### src/rtl/xmi_defines.vh
// xmi_defines.vh: constants for the external data memory interface
// assumes: included by every xmi design file by bare name
`ifndef XMI_DEFINES_VH
`define XMI_DEFINES_VH

// ---------------------------------------------------------------
// register address and reset
// ---------------------------------------------------------------
`define XMI_CFG_ADDR        8'ha3
`define XMI_CFG_RESET       8'h03
`define XMI_CFG_WMASK       8'h3f

// ---------------------------------------------------------------
// ext_mem_config fields
// ---------------------------------------------------------------
`define XMI_PORT_GROUP_BIT  5
`define XMI_MUX_BIT         4
`define XMI_MODE_HI         3
`define XMI_MODE_LO         2
`define XMI_ALE_HI          1
`define XMI_ALE_LO          0

// ---------------------------------------------------------------
// memory modes
// ---------------------------------------------------------------
`define XMI_MODE_INTERNAL   2'h0
`define XMI_MODE_SPLIT      2'h1
`define XMI_MODE_BANKED     2'h2
`define XMI_MODE_EXTERNAL   2'h3

// ---------------------------------------------------------------
// address map and timing
// ---------------------------------------------------------------
`define XMI_ONCHIP_TOP      16'h2000
`define XMI_ONCHIP_MASK     16'h1fff
`define XMI_OVERHEAD        4'h4
`define XMI_TC_RESET        8'hff
`define XMI_PORT0_WR_BIT    7
`define XMI_PORT0_RD_BIT    6
`define XMI_PORT0_ALE_BIT   5

`endif

### src/rtl/xmi_route.v
// xmi_route.v: decides on-chip or off-chip and builds the bus address
// assumes: inputs are the settings captured at the start of a data move
`timescale 1ns/10ps
`include "xmi_defines.vh"

module xmi_route (
    mode,
    wide,
    pointer_addr,
    byte_addr,
    page,
    off_chip,
    bus_addr,
    drive_high,
    onchip_addr
);
    input  wire [1:0]  mode;
    input  wire        wide;
    input  wire [15:0] pointer_addr;
    input  wire [7:0]  byte_addr;
    input  wire [7:0]  page;
    output reg         off_chip;
    output reg  [15:0] bus_addr;
    output reg         drive_high;
    output wire [15:0] onchip_addr;

    wire [15:0] eff_addr;

    // 8-bit moves take the page register as upper byte for routing
    assign eff_addr    = wide ? pointer_addr : {page, byte_addr};
    assign onchip_addr = eff_addr & `XMI_ONCHIP_MASK;

    always @* begin
        bus_addr   = eff_addr;
        drive_high = 1'b1;
        off_chip   = 1'b0;
        case (mode)
            `XMI_MODE_INTERNAL: begin
                off_chip = 1'b0;
            end
            `XMI_MODE_SPLIT: begin
                off_chip   = (eff_addr >= `XMI_ONCHIP_TOP);
                drive_high = wide;
            end
            `XMI_MODE_BANKED: begin
                off_chip   = (eff_addr >= `XMI_ONCHIP_TOP);
                drive_high = 1'b1;
            end
            `XMI_MODE_EXTERNAL: begin
                off_chip   = 1'b1;
                drive_high = wide;
                bus_addr   = wide ? pointer_addr : {8'h00, byte_addr};
            end
            default: begin
                off_chip = 1'b0;
            end
        endcase
    end
endmodule // xmi_route

### src/rtl/xmi_timer.v
// xmi_timer.v: loadable down counter that times each bus phase
// assumes: single clock, enable freezes the count
`timescale 1ns/10ps
`include "xmi_defines.vh"

module xmi_timer (
    clock,
    rst_n,
    clk_en,
    load,
    load_value,
    done
);
    input  wire       clock;
    input  wire       rst_n;
    input  wire       clk_en;
    input  wire       load;
    input  wire [3:0] load_value;
    output wire       done;

    reg [3:0] count;

    assign done = (count == 4'h0);

    always @(posedge clock or negedge rst_n) begin
        if (!rst_n) begin
            count <= 4'h0;
        end else if (clk_en) begin
            if (load) begin
                count <= load_value;
            end else if (count != 4'h0) begin
                count <= count - 4'h1;
            end
        end
    end
endmodule // xmi_timer

### src/rtl/xmi_core.v
// xmi_core.v: external data memory interface, config register and bus sequencer
// assumes: cpu requests a data move with move_req and waits for move_done;
// the register port is the documented special function register bus
//
// Contract
// - port group select: 0 puts bus on lower ports, 1 on upper ports
// - multiplex select: 0 shared address/data pins, 1 separate pins
// - mode 00: all moves on-chip, addresses alias into on-chip space
// - mode 01 splits the map between on-chip and off-chip
// - banked mode: addresses below 8k go on-chip
// - banked mode: addresses at or above 8k go off-chip
// - banked 8-bit move: page register high byte, byte pointer low byte
// - banked mode drives all sixteen address lines off-chip
// - banked 16-bit move routed by wide pointer, sixteen lines driven
// - mode 11: all moves off-chip, on-chip ram unreachable
// - external 8-bit move ignores page, upper address undriven
// - external 8-bit move low address from byte pointer
// - external 16-bit move drives full wide pointer address
// - latch pulse field sets high and low widths: 1, 2, 3, 4 cycles
// - setup, hold, strobe and latch widths programmable in whole cycles
// - off-chip move lasts timing parameters plus four cycles
// - non-multiplexed shortest off-chip move is five cycles
// - multiplexed shortest off-chip move is seven cycles
// - setup and hold reset to their longest settings
`timescale 1ns/10ps
`include "xmi_defines.vh"

module xmi_core (
    clock,
    rst_n,
    clk_en,
    sfr_addr,
    sfr_wdata,
    sfr_write,
    sfr_rdata,
    upper_address_page,
    bus_timing_control,
    move_req,
    move_write,
    move_wide,
    move_sel_b,
    wide_data_pointer,
    byte_pointer_a,
    byte_pointer_b,
    move_wdata,
    move_done,
    move_rdata,
    ram_en,
    ram_we,
    ram_addr,
    ram_wdata,
    ram_rdata,
    bus_upper_ports,
    bus_multiplexed,
    bus_addr,
    bus_addr_hi_en_n,
    bus_addr_lo_en_n,
    bus_data_out,
    bus_data_en_n,
    bus_data_in,
    bus_latch,
    bus_rd_n,
    bus_wr_n,
    port0_ctrl_en
);
    input  wire        clock;
    input  wire        rst_n;
    input  wire        clk_en;
    input  wire [7:0]  sfr_addr;
    input  wire [7:0]  sfr_wdata;
    input  wire        sfr_write;
    output reg  [7:0]  sfr_rdata;
    input  wire [7:0]  upper_address_page;
    input  wire [7:0]  bus_timing_control;
    input  wire        move_req;
    input  wire        move_write;
    input  wire        move_wide;
    input  wire        move_sel_b;
    input  wire [15:0] wide_data_pointer;
    input  wire [7:0]  byte_pointer_a;
    input  wire [7:0]  byte_pointer_b;
    input  wire [7:0]  move_wdata;
    output reg         move_done;
    output reg  [7:0]  move_rdata;
    output reg         ram_en;
    output reg         ram_we;
    output reg  [12:0] ram_addr;
    output reg  [7:0]  ram_wdata;
    input  wire [7:0]  ram_rdata;
    output reg         bus_upper_ports;
    output reg         bus_multiplexed;
    output reg  [15:0] bus_addr;
    output reg         bus_addr_hi_en_n;
    output reg         bus_addr_lo_en_n;
    output reg  [7:0]  bus_data_out;
    output reg         bus_data_en_n;
    input  wire [7:0]  bus_data_in;
    output reg         bus_latch;
    output reg         bus_rd_n;
    output reg         bus_wr_n;
    output reg         port0_ctrl_en;

    // ---------------------------------------------------------------
    // sequencer states
    // ---------------------------------------------------------------
    localparam ST_IDLE   = 3'h0;
    localparam ST_ALE_HI = 3'h1;
    localparam ST_ALE_LO = 3'h2;
    localparam ST_SETUP  = 3'h3;
    localparam ST_STROBE = 3'h4;
    localparam ST_HOLD   = 3'h5;
    localparam ST_RAM    = 3'h7;

    // ---------------------------------------------------------------
    // reset release
    // ---------------------------------------------------------------
    reg sync_a;
    reg rst_q_n;
    always @(posedge clock or negedge rst_n) begin
        if (!rst_n) begin
            sync_a  <= 1'b0;
            rst_q_n <= 1'b0;
        end else begin
            sync_a  <= 1'b1;
            rst_q_n <= sync_a;
        end
    end

    // ---------------------------------------------------------------
    // ext_mem_config register
    // ---------------------------------------------------------------
    reg [7:0] ext_mem_config;
    wire      cfg_hit = (sfr_addr == `XMI_CFG_ADDR);

    always @(posedge clock or negedge rst_q_n) begin
        if (!rst_q_n) begin
            ext_mem_config <= `XMI_CFG_RESET;
            sfr_rdata      <= 8'h00;
        end else if (clk_en) begin
            if (sfr_write && cfg_hit) begin
                ext_mem_config <= sfr_wdata & `XMI_CFG_WMASK;
            end
            sfr_rdata <= cfg_hit ? ext_mem_config : 8'h00;
        end
    end

    // field widths as cycle counts; code n gives n+1 cycles
    function [3:0] field_cycles;
        input [1:0] code;
        begin
            field_cycles = {2'h0, code} + 4'h1;
        end
    endfunction

    // ---------------------------------------------------------------
    // per-move snapshot: later writes wait for the next move
    // ---------------------------------------------------------------
    reg [2:0]  state;
    reg [1:0]  snap_mode;
    reg        snap_mux;
    reg [1:0]  snap_ale;
    reg [7:0]  snap_tc;
    reg        snap_write;
    reg        snap_wide;
    reg [15:0] snap_ptr;
    reg [7:0]  snap_byte;
    reg [7:0]  snap_page;
    reg [7:0]  snap_data;
    reg        routed;

    wire        rt_off;
    wire [15:0] rt_addr;
    wire        rt_drive_hi;
    wire [15:0] rt_onchip;

    xmi_route u_route (
        .mode         (snap_mode),
        .wide         (snap_wide),
        .pointer_addr (snap_ptr),
        .byte_addr    (snap_byte),
        .page         (snap_page),
        .off_chip     (rt_off),
        .bus_addr     (rt_addr),
        .drive_high   (rt_drive_hi),
        .onchip_addr  (rt_onchip)
    );

    // timing control: [7:6] setup, [5:4] strobe, [3:2] hold, [1:0] spare
    reg        tmr_load;
    reg [3:0]  tmr_value;
    wire       tmr_done;

    xmi_timer u_timer (
        .clock      (clock),
        .rst_n      (rst_q_n),
        .clk_en     (clk_en),
        .load       (tmr_load),
        .load_value (tmr_value),
        .done       (tmr_done)
    );

    // counter is loaded with n-1 so a phase lasts exactly n cycles
    reg       phase_end;
    reg [2:0] next_state;
    always @* begin
        phase_end  = tmr_done;
        next_state = state;
        tmr_load   = 1'b0;
        tmr_value  = 4'h0;
        case (state)
            ST_IDLE: begin
                // first phase is loaded while the route is decided, so its width counts in full
                if (routed) begin
                    tmr_load  = 1'b1;
                    tmr_value = field_cycles(snap_mux ? snap_tc[7:6] : snap_ale) - 4'h1;
                end
            end
            ST_ALE_HI: begin
                if (phase_end) begin
                    next_state = ST_ALE_LO;
                    tmr_load   = 1'b1;
                    tmr_value  = field_cycles(snap_ale) - 4'h1;
                end
            end
            ST_ALE_LO: begin
                if (phase_end) begin
                    next_state = ST_SETUP;
                    tmr_load   = 1'b1;
                    tmr_value  = field_cycles(snap_tc[7:6]) - 4'h1;
                end
            end
            ST_SETUP: begin
                if (phase_end) begin
                    next_state = ST_STROBE;
                    tmr_load   = 1'b1;
                    tmr_value  = field_cycles(snap_tc[5:4]) - 4'h1;
                end
            end
            ST_STROBE: begin
                if (phase_end) begin
                    next_state = ST_HOLD;
                    tmr_load   = 1'b1;
                    tmr_value  = field_cycles(snap_tc[3:2]) - 4'h1;
                end
            end
            ST_HOLD: begin
                // route cycle, first setup and hold cycles and the done cycle are the fixed four
                if (phase_end) begin
                    next_state = ST_IDLE;
                end
            end
            ST_RAM: begin
                next_state = ST_IDLE;
            end
            default: begin
                next_state = ST_IDLE;
            end
        endcase
    end

    // ---------------------------------------------------------------
    // sequencer and bus pins
    // ---------------------------------------------------------------
    always @(posedge clock or negedge rst_q_n) begin
        if (!rst_q_n) begin
            state            <= ST_IDLE;
            routed           <= 1'b0;
            snap_mode        <= 2'h0;
            snap_mux         <= 1'b0;
            snap_ale         <= 2'h0;
            snap_tc          <= `XMI_TC_RESET;
            snap_write       <= 1'b0;
            snap_wide        <= 1'b0;
            snap_ptr         <= 16'h0000;
            snap_byte        <= 8'h00;
            snap_page        <= 8'h00;
            snap_data        <= 8'h00;
            move_done        <= 1'b0;
            move_rdata       <= 8'h00;
            ram_en           <= 1'b0;
            ram_we           <= 1'b0;
            ram_addr         <= 13'h0000;
            ram_wdata        <= 8'h00;
            bus_upper_ports  <= 1'b0;
            bus_multiplexed  <= 1'b1;
            bus_addr         <= 16'h0000;
            bus_addr_hi_en_n <= 1'b1;
            bus_addr_lo_en_n <= 1'b1;
            bus_data_out     <= 8'h00;
            bus_data_en_n    <= 1'b1;
            bus_latch        <= 1'b0;
            bus_rd_n         <= 1'b1;
            bus_wr_n         <= 1'b1;
            port0_ctrl_en    <= 1'b0;
        end else if (clk_en) begin
            move_done <= 1'b0;
            ram_en    <= 1'b0;
            ram_we    <= 1'b0;
            routed    <= 1'b0;
            if (state == ST_IDLE && move_req && !routed) begin
                // settings sampled here hold for the whole move
                snap_mode       <= ext_mem_config[`XMI_MODE_HI:`XMI_MODE_LO];
                snap_mux        <= ext_mem_config[`XMI_MUX_BIT];
                snap_ale        <= ext_mem_config[`XMI_ALE_HI:`XMI_ALE_LO];
                snap_tc         <= bus_timing_control;
                snap_write      <= move_write;
                snap_wide       <= move_wide;
                snap_ptr        <= wide_data_pointer;
                snap_byte       <= move_sel_b ? byte_pointer_b : byte_pointer_a;
                snap_page       <= upper_address_page;
                snap_data       <= move_wdata;
                bus_upper_ports <= ext_mem_config[`XMI_PORT_GROUP_BIT];
                bus_multiplexed <= !ext_mem_config[`XMI_MUX_BIT];
                port0_ctrl_en   <= !ext_mem_config[`XMI_PORT_GROUP_BIT];
                routed          <= 1'b1;
            end else if (routed) begin
                // route decision taken one cycle after capture
                if (!rt_off) begin
                    state     <= ST_RAM;
                    ram_en    <= 1'b1;
                    ram_we    <= snap_write;
                    ram_addr  <= rt_onchip[12:0];
                    ram_wdata <= snap_data;
                end else begin
                    state            <= snap_mux ? ST_SETUP : ST_ALE_HI;
                    bus_addr         <= rt_addr;
                    bus_addr_lo_en_n <= 1'b0;
                    bus_addr_hi_en_n <= !rt_drive_hi;
                    bus_latch        <= !snap_mux;
                end
            end else begin
                state <= next_state;
                if (state == ST_ALE_HI && phase_end) begin
                    bus_latch <= 1'b0;
                end
                if (next_state == ST_STROBE && state != ST_STROBE) begin
                    bus_rd_n      <= snap_write;
                    bus_wr_n      <= !snap_write;
                    bus_data_out  <= snap_data;
                    bus_data_en_n <= !snap_write;
                end
                if (state == ST_STROBE && phase_end) begin
                    bus_rd_n <= 1'b1;
                    bus_wr_n <= 1'b1;
                    if (!snap_write) begin
                        move_rdata <= bus_data_in;
                    end
                end
                if (state == ST_HOLD && phase_end) begin
                    move_done        <= 1'b1;
                    bus_addr_hi_en_n <= 1'b1;
                    bus_addr_lo_en_n <= 1'b1;
                    bus_data_en_n    <= 1'b1;
                end
                if (state == ST_RAM) begin
                    move_done <= 1'b1;
                    if (!snap_write) begin
                        move_rdata <= ram_rdata;
                    end
                end
            end
        end
    end
endmodule // xmi_core

### config.mk
export PLATFORM = sky130hd
export DESIGN_NAME = xmi_core
export DESIGN_NICKNAME = d
export VERILOG_FILES = /design/src/rtl/xmi_route.v /design/src/rtl/xmi_timer.v /design/src/rtl/xmi_core.v
export VERILOG_INCLUDE_DIRS = /design/src /design/src/rtl
export SDC_FILE = /design/constraint.sdc
export NUM_CORES = 1
export LEC_CHECK = 0
export BUFFER_PORTS_ARGS = -buffer_cell sky130_fd_sc_hd__buf_2
export CAP_MARGIN = 20
export CORE_UTILIZATION = 45
export DETAILED_ROUTE_END_ITERATION = 8
export MAX_ROUTING_LAYER = met4
export PLACE_DENSITY = 0.7
export SETUP_SLACK_MARGIN = 0.05
export SYNTH_ARGS = -nofsm -noshare
export SYNTH_HDL_FRONTEND = slang
export SYNTH_HIERARCHICAL = 1
export SYNTH_SLANG_ARGS = --single-unit
### constraint.sdc
create_clock -name clock -period 12.31 [get_ports clock]
set_clock_uncertainty 0.2 [all_clocks]
set_input_delay 1.231 -clock clock [delete_from_list [all_inputs] [get_ports clock]]
set_output_delay 1.231 -clock clock [all_outputs]
set_load 0.005 [all_outputs]
==> impl_table.tex, run 1 <==
\begin{tabular}{lr}
\hline
Metric & Value \\
\hline
\multicolumn{2}{l}{\textbf{Worst setup path}} \\
\quad Startpoint type of the worst setup path & flop \\
\quad Worst Path Required & 12.42 ns \\
\quad Critical path peak fanout & 15 \\
\quad Critical path endpoint category & flop \\
\quad Worst-case register-to-register setup slack & 9.02 ns \\
\quad Startpoint-to-endpoint class of the critical path & flop to flop \\
\quad Beginning of the worst register-to-register path & u\_timer/count[0]\$\_DFFE\_PN0P\_ \\
\quad Arrival time of data at the critical path endpoint & 3.40 ns \\
\quad Number of cells on the worst reg-to-reg path & 7 \\
\multicolumn{2}{l}{\textbf{GRT}} \\
\quad Maximum number of pins on one net before global-route repair & 88 \\
\quad Wire length of the first global-routing pass & 22.6 mm \\
\quad Remaining global-route overflow & 0 \\
\quad Number of antenna violations at the first check in global routing & 5 \\
\quad Via count of the first global-routing pass & 4544 \\
\quad Overall global routing resource usage & 0.211 \\
\multicolumn{2}{l}{\textbf{Routing}} \\
\quad Total detailed-routing wirelength & 14.2 mm \\
\quad Vias per std cell & 5.37 \\
\quad First DRT Iteration DRCs & 158 \\
\quad DRC errors left & 0 \\
\quad Final ANT Viol Nets & 0 \\
\quad Number of detailed-routing iterations run before antenna repair & 6 \\
\quad Total via count after detailed routing & 4412 \\
\quad Routed wire length per instance & 17.3 um \\
\multicolumn{2}{l}{\textbf{Clock tree}} \\
\quad Sink count of the clock tree & 140 \\
\quad Latest clock arrival within the worst-skew pair & 0.43 ns \\
\quad Clock tree from TritonCTS & built \\
\quad Total number of H-tree levels & 4 \\
\quad Clock transition at the registers of the reported paths & 0.06 ns \\
\quad Post-cts resize count & 0 \\
\quad Hold\_buf cts & 0 \\
\quad Buffers inserted by post-CTS timing repair & 0 \\
\quad Clock Root Buffer & sky130\_fd\_sc\_hd\_\_clkbuf\_16 \\
\quad TritonCTS Buffers & 17 \\
\quad Maximum buffer depth of the clock tree & 2 \\
\multicolumn{2}{l}{\textbf{Hold path}} \\
\quad Path class of the lowest-slack min-delay path & flop to asynchronous set/reset pin \\
\multicolumn{2}{l}{\textbf{Synth}} \\
\quad Number of warning messages in the yosys log & 6 \\
\quad Avg Cell Area, Syn & 13.6 um2 \\
\quad Post-Syn Area & 6380 um2 \\
\quad Count of mapped cells out of synthesis & 470 \\
\multicolumn{2}{l}{\textbf{Die}} \\
\quad Die Wd & 121 um \\
\quad Total number of placement rows & 43 \\
\quad Die Y & 121 um \\
\quad Area of the die & 14700 um2 \\
\quad Total I/O pin count & 169 \\
\quad CORE AREA & 13800 um2 \\
\quad Starting density of the core & 0.461 \\
\multicolumn{2}{l}{\textbf{STA}} \\
\quad RSZ-0062 raised after global routing & false \\
\quad Final critical-path setup slack & 9.02 ns \\
\quad Final number of setup-violating endpoints & 0 \\
\quad Max-slew violation total from the final report & 0 \\
\quad Final critical delay including setup and external delays & 3.29 ns \\
\quad Period Utilization, post-route & 0.268 \\
\quad Max\_slew headroom & 0.342 \\
\quad Worst Tran Pin Value & 0.983 ns \\
\quad Final hold violation count & 0 \\
\quad F\_max & 304 MHz \\
\quad Sum of negative setup slack & 0 ns \\
\multicolumn{2}{l}{\textbf{Pwr}} \\
\quad Worst IR Drop VDD & 0.107 mV \\
\quad Power density over the cells & 206 nW/um2 \\
\quad Static power due to leakage & 3.95 nW \\
\quad Total power draw & 1.62 mW \\
\multicolumn{2}{l}{\textbf{Status}} \\
\quad Outcome & completed \\
\multicolumn{2}{l}{\textbf{Finish}} \\
\quad Synthesis-to-layout area growth & 23.5\% \\
\quad Area of all placed cells without fillers & 7880 um2 \\
\quad Share of cells above drive strength 1 & 0.531 \\
\quad Final \#Nets & 722 \\
\quad Layout fillers & 1174 \\
\quad Fraction of the core area covered by cells at the end of the flow & 0.570 \\
\multicolumn{2}{l}{\textbf{Placement}} \\
\quad Final weighted congestion in routability-driven placement & 0.807 \\
\quad Placed wire-length estimate & 9.97 mm \\
\quad Setup WS pre-CTS & 8.70 ns \\
\quad Instance area at placement & 7240 um2 \\
\quad Count of input and output buffers & 162 \\
\multicolumn{2}{l}{\textbf{Flow run}} \\
\quad Number of violations of the max-capacitance limit & 0 \\
\hline
\end{tabular}
-- worst max-delay path, stage by stage (launching register included) --
cell	delay (ns)
sky130_fd_sc_hd__dfrtp_1	0.38
sky130_fd_sc_hd__inv_1	0.10
sky130_fd_sc_hd__ha_1	0.24
sky130_fd_sc_hd__nand2b_4	0.09
sky130_fd_sc_hd__nor2_1	0.69
sky130_fd_sc_hd__or3b_4	0.48
sky130_fd_sc_hd__a2111oi_4	0.59
sky130_fd_sc_hd__mux2_2	0.40
-- through the flow --
stage          instances  hold WS [ns]
6_report             821         0.155
2_1_floorplan        473         0.131
5_1_grt              821         0.163
3_5_place_dp         781         0.147
4_1_cts              812         0.159
3_3_place_gp         781         0.134
-- how the worst max path moves through the flow --
stage,from,end,slack (ns),cells past startpoint
after floorplan,rst_q_n$_DFF_PN0_,asynchronous set/reset pin,7.95,0
after global placement,move_req,snap_ptr[11]$_DFFE_PN0P_,8.75,5
after detailed placement,move_req,snap_ptr[8]$_DFFE_PN0P_,8.70,5
after CTS,snap_wide$_DFFE_PN0P_,bus_addr[7]$_DFFE_PN0P_,8.93,5
after global routing,u_timer/count[0]$_DFFE_PN0P_,flop,8.82,7
final,u_timer/count[0]$_DFFE_PN0P_,flop,9.02,7
-- power breakdown --
part	total (mW)	switching, mW	internal [mW]
Clock	0.499	0.183	0.316
Sequential	0.719	0.108	0.611
Combinational	0.404	0.167	0.237
-- layout by cell type (no fill, tap or decap), types with 3 or more instances in the layout --
| cell | n |
|---|---|
| sky130_fd_sc_hd__nor2_1 | 6 |
| sky130_fd_sc_hd__nand2_1 | 9 |
| sky130_fd_sc_hd__mux2_4 | 11 |
| sky130_fd_sc_hd__o21ai_0 | 4 |
| sky130_fd_sc_hd__a22o_1 | 16 |
| sky130_fd_sc_hd__mux2i_1 | 13 |
| sky130_fd_sc_hd__nand2b_1 | 5 |
| sky130_fd_sc_hd__nand3b_1 | 4 |
| sky130_fd_sc_hd__a221o_1 | 3 |
| sky130_fd_sc_hd__a21oi_1 | 12 |
| sky130_fd_sc_hd__buf_4 | 5 |
| sky130_fd_sc_hd__buf_2 | 163 |
| sky130_fd_sc_hd__a31oi_1 | 10 |
| sky130_fd_sc_hd__conb_1 | 5 |
| sky130_fd_sc_hd__clkbuf_8 | 4 |
| sky130_fd_sc_hd__nand4b_1 | 4 |
| sky130_fd_sc_hd__o32ai_1 | 9 |
| sky130_fd_sc_hd__diode_2 | 6 |
| sky130_fd_sc_hd__dfrtp_1 | 125 |
| sky130_fd_sc_hd__clkbuf_16 | 17 |
| sky130_fd_sc_hd__dfstp_2 | 14 |
| sky130_fd_sc_hd__mux2_2 | 99 |
| sky130_fd_sc_hd__inv_1 | 19 |
| sky130_fd_sc_hd__nand3_1 | 3 |
| sky130_fd_sc_hd__clkinv_2 | 6 |
| sky130_fd_sc_hd__ha_1 | 3 |
| sky130_fd_sc_hd__a2bb2oi_1 | 7 |
-- layout make-up --
cell class / instances / area (um2) / area share
inverter: 19 / 71.3 / 0.00906
timing repair buffer: 170 / 888 / 0.113
clock buffer: 23 / 488 / 0.0620
sequential: 140 / 3520 / 0.448
antenna: 6 / 15.0 / 0.00191
clock inverter: 8 / 90.1 / 0.0114
multi-input combinational: 275 / 2570 / 0.327
tap: 180 / 225 / 0.0286
-- per-layer routing --
layer / routed length [um] / GRT usage
met1: 6000 / 0.246
met2: 7070 / 0.334
met3: 856 / 0.0681
met4: 291 / 0.0934
met5: 0 / -
-- registers in the layout, summed over array words and instances (netlist names), 6 cells and up, named ones only --
signal / cells
ram_addr: 13
ext_mem_config: 6
bus_addr: 16
ram_wdata: 8
sfr_rdata: 6
bus_data_out: 8
snap_tc: 6
move_rdata: 6
snap_data: 8
snap_ptr: 16
snap_page: 8
snap_byte: 8
Power figures use the tool's default switching activity.
==> run 2, diff against run 1 <==
--- a/config.mk
+++ b/config.mk
@@ -6,6 +6,7 @@
 export SDC_FILE = /design/constraint.sdc
 export NUM_CORES = 1
 export LEC_CHECK = 0
+export ABC_AREA = 1
 export BUFFER_PORTS_ARGS = -buffer_cell sky130_fd_sc_hd__buf_2
 export CAP_MARGIN = 20
 export CORE_UTILIZATION = 45
==> constraint.sdc (replaced) <==
create_clock -name clock -period 3.2 [get_ports clock]
set_clock_uncertainty 0.2 [all_clocks]
set_input_delay 0.32 -clock clock [delete_from_list [all_inputs] [get_ports clock]]
set_output_delay 0.32 -clock clock [all_outputs]
set_load 0.005 [all_outputs]
==> run 2 against run 1 <==
  * Global-route usage up 1.5 points
  * Clock-buffer cell count up 3
  * Critical path depth up 4
==> impl_table.tex, run 2 <==
\begin{tabular}{lr}
\hline
Metric & Value \\
\hline
\multicolumn{2}{l}{\textbf{Status}} \\
\quad Outcome & completed (unchanged) \\
\multicolumn{2}{l}{\textbf{Routing}} \\
\quad Highest metal used & met4 (unchanged) \\
\quad Number of detailed-routing iterations run before antenna repair & 6 (unchanged) \\
\quad Final ANT Viol Nets & 0 (unchanged) \\
\quad First DRT Iteration DRCs & 248 (was 158) \\
\quad Post-route met1 wirelength & 7.09 mm (was 6.00 mm) \\
\quad Total via count after detailed routing & 5532 (was 4412) \\
\quad Routed wire length per instance & 13.1 um (was 17.3 um) \\
\quad DRC errors left & 0 (unchanged) \\
\quad Total detailed-routing wirelength & 15.2 mm (was 14.2 mm) \\
\quad Sum of met3 wire segment lengths after detailed routing & 639 um (was 856 um) \\
\quad Sum of met2 wire segment lengths after detailed routing & 7.19 mm (was 7.07 mm) \\
\quad Vias per std cell & 4.78 (was 5.37) \\
\multicolumn{2}{l}{\textbf{Pwr}} \\
\quad Total power draw & 6.69 mW (was 1.62 mW) \\
\quad Clk pwr share & 0.301 (was 0.308) \\
\quad Relative contribution of combinational cells to total power & 0.286 (was 0.249) \\
\quad Switch share & 0.329 (was 0.283) \\
\quad Share of total power in sequential cells & 0.413 (was 0.443) \\
\quad Power dissipated by switching net loads & 2.20 mW (was 0.459 mW) \\
\quad Static power due to leakage & 4.61 nW (was 3.95 nW) \\
\quad Worst IR Drop VDD & 0.465 mV (was 0.107 mV) \\
\quad Internal power & 4.49 mW (was 1.16 mW) \\
\quad Power density over the cells & 785 nW/um2 (was 206 nW/um2) \\
\multicolumn{2}{l}{\textbf{GRT}} \\
\quad Maximum number of pins on one net before global-route repair & 65 (was 88) \\
\quad Via count of the first global-routing pass & 5242 (was 4544) \\
\quad Number of antenna violations at the first check in global routing & 0 (was 5) \\
\quad Overall global routing resource usage & 0.226 (was 0.211) \\
\quad Remaining global-route overflow & 0 (unchanged) \\
\quad Wire length of the first global-routing pass & 25.1 mm (was 22.6 mm) \\
\multicolumn{2}{l}{\textbf{Finish}} \\
\quad Synthesis-to-layout area growth & 31.5\% (was 23.5\%) \\
\quad Top Registers & bus\_addr (16), snap\_ptr (16), ram\_addr (13) (unchanged) \\
\quad Area of all placed cells without fillers & 8520 um2 (was 7880 um2) \\
\quad Final \#Nets & 1064 (was 722) \\
\quad Fin cells & 1158 (was 821) \\
\quad Fraction of the core area covered by cells at the end of the flow & 0.609 (was 0.570) \\
\quad Share of cells above drive strength 1 & 0.280 (was 0.531) \\
\quad Most common cell after layout, fill and taps aside & sky130\_fd\_sc\_hd\_\_nand2\_1 (was sky130\_fd\_sc\_hd\_\_buf\_2) \\
\quad Top library cells by usage in the layout, fill and taps aside & sky130\_fd\_sc\_hd\_\_nand2\_1, sky130\_fd\_sc\_hd\_\_buf\_2, sky130\_fd\_sc\_hd\_\_dfrtp\_1, sky130\_fd\_sc\_hd\_\_dlygate4sd3\_1, sky130\_fd\_sc\_hd\_\_o21ai\_0 (was sky130\_fd\_sc\_hd\_\_buf\_2, sky130\_fd\_sc\_hd\_\_dfrtp\_1, sky130\_fd\_sc\_hd\_\_mux2\_2, sky130\_fd\_sc\_hd\_\_inv\_1, sky130\_fd\_sc\_hd\_\_clkbuf\_16) \\
\quad ANT cells & 0 (was 6) \\
\multicolumn{2}{l}{\textbf{STA}} \\
\quad Fin Hold WS & 0.0158 ns (was 0.155 ns) \\
\quad Final critical-path setup slack & 0.661 ns (was 9.02 ns) \\
\quad F\_max & 394 MHz (was 304 MHz) \\
\quad Final hold violation count & 0 (unchanged) \\
\quad Sum of negative setup slack & 0 ns (unchanged) \\
\quad Period Utilization, post-route & 0.793 (was 0.268) \\
\quad Max\_slew headroom & 0.436 (was 0.342) \\
\quad Worst Tran Pin Value & 0.846 ns (was 0.983 ns) \\
\quad Final number of setup-violating endpoints & 0 (unchanged) \\
\quad Final critical delay including setup and external delays & 2.54 ns (was 3.29 ns) \\
\quad Max-slew violation total from the final report & 0 (unchanged) \\
\quad RSZ-0062 raised after global routing & false (unchanged) \\
\multicolumn{2}{l}{\textbf{Synth}} \\
\quad Number of warning messages in the yosys log & 6 (unchanged) \\
\quad Post-Syn Area & 6480 um2 (was 6380 um2) \\
\quad Count of mapped cells out of synthesis & 755 (was 470) \\
\quad Avg Cell Area, Syn & 8.59 um2 (was 13.6 um2) \\
\multicolumn{2}{l}{\textbf{Die}} \\
\quad Area of the die & 14900 um2 (was 14700 um2) \\
\quad Die Y & 122 um (was 121 um) \\
\quad Starting density of the core & 0.463 (was 0.461) \\
\quad Total number of placement rows & 43 (unchanged) \\
\quad Die Wd & 122 um (was 121 um) \\
\quad Total I/O pin count & 169 (unchanged) \\
\quad CORE AREA & 14000 um2 (was 13800 um2) \\
\multicolumn{2}{l}{\textbf{Placement}} \\
\quad Count of placed standard cells including taps & 1071 (was 781) \\
\quad Setup WS pre-CTS & 0.638 ns (was 8.70 ns) \\
\quad Final weighted congestion in routability-driven placement & 0.882 (was 0.807) \\
\quad Count of input and output buffers & 162 (unchanged) \\
\quad Placed wire-length estimate & 10.1 mm (was 9.97 mm) \\
\quad Instance area at placement & 7360 um2 (was 7240 um2) \\
\multicolumn{2}{l}{\textbf{Clock tree}} \\
\quad Total number of H-tree levels & 4 (unchanged) \\
\quad Latest clock arrival within the worst-skew pair & 0.42 ns (was 0.43 ns) \\
\quad TritonCTS Buffers & 17 (unchanged) \\
\quad Sink count of the clock tree & 140 (unchanged) \\
\quad Maximum buffer depth of the clock tree & 2 (unchanged) \\
\quad Clock transition at the registers of the reported paths & 0.06 ns (about the same) \\
\quad Clock Root Buffer & sky130\_fd\_sc\_hd\_\_clkbuf\_16 (unchanged) \\
\quad Post-cts resize count & 0 (unchanged) \\
\quad Clock tree from TritonCTS & built (unchanged) \\
\multicolumn{2}{l}{\textbf{Hold path}} \\
\quad Path class of the lowest-slack min-delay path & input port to asynchronous set/reset pin (was flop to asynchronous set/reset pin) \\
\multicolumn{2}{l}{\textbf{Worst setup path}} \\
\quad Startpoint-to-endpoint class of the critical path & flop to flop (unchanged) \\
\quad Worst path top cell family by delay & buffers and inverters (was simple AND/OR/NAND/NOR gates) \\
\quad Worst Path Required & 3.30 ns (was 12.42 ns) \\
\quad Critical Path Most Common Cell & sky130\_fd\_sc\_hd\_\_nand2\_1 \\
\quad Crit path buffers/inverters & 2 (was 1) \\
\quad Critical path peak fanout & 31 (was 15) \\
\quad Worst-case register-to-register setup slack & 0.66 ns (was 9.02 ns) \\
\quad Arrival time of data at the critical path endpoint & 2.64 ns (was 3.40 ns) \\
\quad Critical path endpoint category & flop (unchanged) \\
\quad Sequence of cells on the critical path & buf\_4 -> nand2\_1 -> nand2\_1 -> nor2\_1 -> nand2\_1 -> nand2\_1 -> a21oi\_2 -> nor2\_2 -> nand2\_1 -> buf\_4 -> mux2\_2 (was inv\_1 -> ha\_1 -> nand2b\_4 -> nor2\_1 -> or3b\_4 -> a2111oi\_4 -> mux2\_2) \\
\quad CP max-delay cell & sky130\_fd\_sc\_hd\_\_dfrtp\_1 (was sky130\_fd\_sc\_hd\_\_nor2\_1) \\
\quad Startpoint type of the worst setup path & flop (unchanged) \\
\quad Max incr delay on CP & 0.45 ns (was 0.69 ns) \\
\multicolumn{2}{l}{\textbf{Flow run}} \\
\quad Number of violations of the max-capacitance limit & 0 (unchanged) \\
\hline
\end{tabular}
[run 2: path summary, 6_finish.rpt]
check                                      startpoint                         to  cells past startpoint
worst max-delay path            snap_wide$_DFFE_PN0P_    ram_addr[6]$_DFFE_PN0P_                     11
worst min-delay path                            rst_n          rst_q_n$_DFF_PN0_                      2
worst max register to register  snap_wide$_DFFE_PN0P_    ram_addr[6]$_DFFE_PN0P_                     11
worst min register to register       sync_a$_DFF_PN0_          rst_q_n$_DFF_PN0_                      0
max in group asynchronous           rst_q_n$_DFF_PN0_    snap_ptr[1]$_DFFE_PN0P_                      1
min in group clock                       ram_rdata[0]  move_rdata[0]$_DFFE_PN0P_                      5
[run 2: power groups by stage]
| stage | clock network [mW] | registers [mW] | logic (mW) |
|---|---|---|---|
| after floorplan | 0 | 2.74 | 1.39 |
| after global placement | 0 | 2.77 | 1.83 |
| after detailed placement | 0 | 2.78 | 1.87 |
| after CTS | 2.06 | 2.76 | 1.93 |
| after global routing | 2.13 | 2.84 | 2.25 |
| final | 2.01 | 2.76 | 1.91 |
[run 2: cell type report]
| cell class | instances | area [um2] |
|---|---|---|
| Multi-Input combinational cell | 530 | 2530 |
| Inverter | 50 | 190 |
| Sequential cell | 140 | 3520 |
| Timing Repair Buffer | 226 | 1440 |
| Clock inverter | 6 | 108 |
| Tap cell | 180 | 225 |
| Fill cell | 1243 | 5470 |
| Clock buffer | 26 | 499 |
[run 2: repair_timing]
item                       CTS  global route
buffers inserted             0             0
hold buffers                55             0
setup endpoints to repair    0             0
hold endpoints to repair    52             0
[run 2: layer usage]
layer	vias up	GRT usage
li1	2794	-
met1	2583	0.290
met2	136	0.345
met3	19	0.0510
met4	0	0.0934
met5	-	-
==> run 3, diff against run 2 <==
==> constraint.sdc (replaced) <==
create_clock -name clock -period 2.6 [get_ports clock]
set_clock_uncertainty 0.2 [all_clocks]
set_input_delay 0.26 -clock clock [delete_from_list [all_inputs] [get_ports clock]]
set_output_delay 0.26 -clock clock [all_outputs]
set_load 0.005 [all_outputs]
==> run 3 against run 2 <==
  * Non-clock buffer count rose by 34
  * Design area grew 5.1%
  * First-iteration DRC count increased by 21%
  * Worst hold slack better by 0.0047 ns
  * Total power rose by 28%
  * Highest routed layer unchanged
  * Critical path depth increased by 1
  * Fmax rose by 7.1%
  * Sequential share of layout area down 2.0 points
==> impl_table.tex, run 3 (synthesized netlist as in run 2, its figures left out) <==
\begin{tabular}{lr}
\hline
Metric & Value \\
\hline
\multicolumn{2}{l}{\textbf{Status}} \\
\quad Outcome & completed (unchanged) \\
\multicolumn{2}{l}{\textbf{Worst setup path}} \\
\quad Arrival time of data at the critical path endpoint & 2.48 ns (was 2.64 ns) \\
\quad Worst-case register-to-register setup slack & 0.23 ns (was 0.66 ns) \\
\quad Critical Path Most Common Cell & sky130\_fd\_sc\_hd\_\_nand2\_1 (unchanged) \\
\quad Startpoint-to-endpoint class of the critical path & flop to flop (unchanged) \\
\quad Sequence of cells on the critical path & inv\_2 -> ha\_4 -> nand2\_2 -> nor2\_4 -> inv\_1 -> nor2\_2 -> nand3\_2 -> nand2\_1 -> nand3\_1 -> nand2\_1 -> dlygate4sd3\_1 -> nand2\_1 (was buf\_4 -> nand2\_1 -> nand2\_1 -> nor2\_1 -> nand2\_1 -> nand2\_1 -> a21oi\_2 -> nor2\_2 -> nand2\_1 -> buf\_4 -> mux2\_2) \\
\quad Crit path buffers/inverters & 3 (was 2) \\
\quad CP max-delay cell & sky130\_fd\_sc\_hd\_\_dlygate4sd3\_1 (was sky130\_fd\_sc\_hd\_\_dfrtp\_1) \\
\quad Worst Path Required & 2.71 ns (was 3.30 ns) \\
\quad Startpoint type of the worst setup path & flop (unchanged) \\
\quad Critical path endpoint category & flop (unchanged) \\
\quad Max incr delay on CP & 0.56 ns (was 0.45 ns) \\
\quad Critical path peak fanout & 5 (was 31) \\
\quad Worst path top cell family by delay & buffers and inverters (unchanged) \\
\multicolumn{2}{l}{\textbf{Finish}} \\
\quad Top Registers & bus\_addr (16), snap\_ptr (16), ram\_addr (13) (unchanged) \\
\quad ANT cells & 0 (unchanged) \\
\quad Fraction of the core area covered by cells at the end of the flow & 0.640 (was 0.609) \\
\quad Final \#Nets & 1098 (was 1064) \\
\quad Most common cell after layout, fill and taps aside & sky130\_fd\_sc\_hd\_\_nand2\_1 (unchanged) \\
\quad Area of all placed cells without fillers & 8950 um2 (was 8520 um2) \\
\quad Synthesis-to-layout area growth & 38.1\% (was 31.5\%) \\
\quad Fin cells & 1192 (was 1158) \\
\quad Share of cells above drive strength 1 & 0.288 (was 0.280) \\
\quad Top library cells by usage in the layout, fill and taps aside & sky130\_fd\_sc\_hd\_\_nand2\_1, sky130\_fd\_sc\_hd\_\_buf\_2, sky130\_fd\_sc\_hd\_\_dfrtp\_1, sky130\_fd\_sc\_hd\_\_dlygate4sd3\_1, sky130\_fd\_sc\_hd\_\_o21ai\_0 (unchanged) \\
\multicolumn{2}{l}{\textbf{STA}} \\
\quad Period Utilization, post-route & 0.912 (was 0.793) \\
\quad Final number of setup-violating endpoints & 0 (unchanged) \\
\quad Sum of negative setup slack & 0 ns (unchanged) \\
\quad Worst Tran Pin Value & 0.542 ns (was 0.846 ns) \\
\quad Final critical delay including setup and external delays & 2.37 ns (was 2.54 ns) \\
\quad Max-slew violation total from the final report & 0 (unchanged) \\
\quad Final critical-path setup slack & 0.228 ns (was 0.661 ns) \\
\quad Final hold violation count & 0 (unchanged) \\
\quad RSZ-0062 raised after global routing & false (unchanged) \\
\quad F\_max & 422 MHz (was 394 MHz) \\
\quad Fin Hold WS & 0.0206 ns (was 0.0158 ns) \\
\quad Max\_slew headroom & 0.638 (was 0.436) \\
\multicolumn{2}{l}{\textbf{Routing}} \\
\quad DRC errors left & 0 (unchanged) \\
\quad Vias per std cell & 4.86 (was 4.78) \\
\quad Final ANT Viol Nets & 0 (unchanged) \\
\quad Routed wire length per instance & 13.4 um (was 13.1 um) \\
\quad Total detailed-routing wirelength & 15.9 mm (was 15.2 mm) \\
\quad First DRT Iteration DRCs & 301 (was 248) \\
\quad Number of detailed-routing iterations run before antenna repair & 5 (was 6) \\
\quad Total via count after detailed routing & 5790 (was 5532) \\
\multicolumn{2}{l}{\textbf{Die}} \\
\quad Total number of placement rows & 43 (unchanged) \\
\quad Die Y & 122 um (unchanged) \\
\quad Area of the die & 14900 um2 (unchanged) \\
\quad Total I/O pin count & 169 (unchanged) \\
\quad Starting density of the core & 0.463 (unchanged) \\
\quad CORE AREA & 14000 um2 (unchanged) \\
\quad Die Wd & 122 um (unchanged) \\
\multicolumn{2}{l}{\textbf{Pwr}} \\
\quad Power density over the cells & 955 nW/um2 (was 785 nW/um2) \\
\quad Total power draw & 8.55 mW (was 6.69 mW) \\
\quad Static power due to leakage & 4.79 nW (was 4.61 nW) \\
\quad Worst IR Drop VDD & 0.556 mV (was 0.465 mV) \\
\multicolumn{2}{l}{\textbf{Clock tree}} \\
\quad Sink count of the clock tree & 140 (unchanged) \\
\quad Clock Root Buffer & sky130\_fd\_sc\_hd\_\_clkbuf\_16 (unchanged) \\
\quad TritonCTS Buffers & 17 (unchanged) \\
\quad Latest clock arrival within the worst-skew pair & 0.42 ns (about the same) \\
\quad Clock transition at the registers of the reported paths & 0.06 ns (about the same) \\
\quad Clock tree from TritonCTS & built (unchanged) \\
\quad Total number of H-tree levels & 4 (unchanged) \\
\quad Maximum buffer depth of the clock tree & 2 (unchanged) \\
\multicolumn{2}{l}{\textbf{Hold path}} \\
\quad Path class of the lowest-slack min-delay path & input port to flop (was input port to asynchronous set/reset pin) \\
\multicolumn{2}{l}{\textbf{Flow run}} \\
\quad Number of violations of the max-capacitance limit & 0 (unchanged) \\
\multicolumn{2}{l}{\textbf{GRT}} \\
\quad Number of antenna violations at the first check in global routing & 0 (unchanged) \\
\quad Maximum number of pins on one net before global-route repair & 62 (was 65) \\
\quad Remaining global-route overflow & 0 (unchanged) \\
\quad Wire length of the first global-routing pass & 26.2 mm (was 25.1 mm) \\
\quad Via count of the first global-routing pass & 5596 (was 5242) \\
\quad Overall global routing resource usage & 0.234 (was 0.226) \\
\multicolumn{2}{l}{\textbf{Placement}} \\
\quad Placed wire-length estimate & 10.2 mm (was 10.1 mm) \\
\quad Count of placed standard cells including taps & 1076 (was 1071) \\
\quad Setup WS pre-CTS & 0.325 ns (was 0.638 ns) \\
\quad Final weighted congestion in routability-driven placement & 0.871 (was 0.882) \\
\quad Count of input and output buffers & 162 (unchanged) \\
\quad Instance area at placement & 7440 um2 (was 7360 um2) \\
\hline
\end{tabular}
==> run 3: changes by cell type in the layout (fill, tap and decap cells not counted), moves of 3 or more <==
cell,previous run,this run
sky130_fd_sc_hd__clkbuf_8,4,1
sky130_fd_sc_hd__clkbuf_1,5,1
sky130_fd_sc_hd__clkinv_2,2,5
sky130_fd_sc_hd__dlygate4sd3_1,55,83
sky130_fd_sc_hd__buf_12,1,4
==> run 3: power breakdown <==
| group | internal, mW | switching, mW | total, mW |
|---|---|---|---|
| sequential | 2.95 | 0.460 | 3.41 |
| combinational | 1.07 | 1.45 | 2.52 |
| clock | 1.72 | 0.908 | 2.63 |
==> run 3: what timing repair did <==
| item | 4_1_cts | 5_1_grt |
|---|---|---|
| buffers inserted | 0 | 1 |
| endpoints found under the setup margin | 0 | 5 |
| gates resized for setup | 0 | 10 |
| hold endpoints to repair | 64 | 0 |
| hold buffers | 83 | 0 |
==> run 3: cell type report <==
| type | count | area [um2] |
|---|---|---|
| inverters | 50 | 190 |
| well taps | 180 | 225 |
| clock inverters | 13 | 198 |
| clock buffers | 19 | 443 |
| fillers | 1133 | 5030 |
| flip-flops and latches | 140 | 3520 |
| multi-input cells | 530 | 2570 |
| repair buffers | 260 | 1810 |
==> run 3: per-layer routing <==
metal	track usage	part of all wire	up-vias
met3	0.0501	0.051	33
met1	0.287	0.44	2717
met4	0.106	0.025	0
met5	-	0	-
met2	0.370	0.49	175
li1	-	-	2865
==> run 3: path summary, 6_finish.rpt <==
kind,to,from,depth (start not counted)
setup / recovery,move_rdata[1]$_DFFE_PN0P_,u_timer/count[0]$_DFFE_PN0P_,12
hold / removal,routed$_DFFE_PN0P_,clk_en,2
max in group asynchronous,bus_addr_hi_en_n$_DFFE_PN1P_,rst_q_n$_DFF_PN0_,1
hold reg to reg,move_rdata[0]$_DFFE_PN0P_,rst_q_n$_DFF_PN0_,0
setup reg to reg,move_rdata[1]$_DFFE_PN0P_,u_timer/count[0]$_DFFE_PN0P_,12
min in group asynchronous,move_rdata[0]$_DFFE_PN0P_,rst_q_n$_DFF_PN0_,0
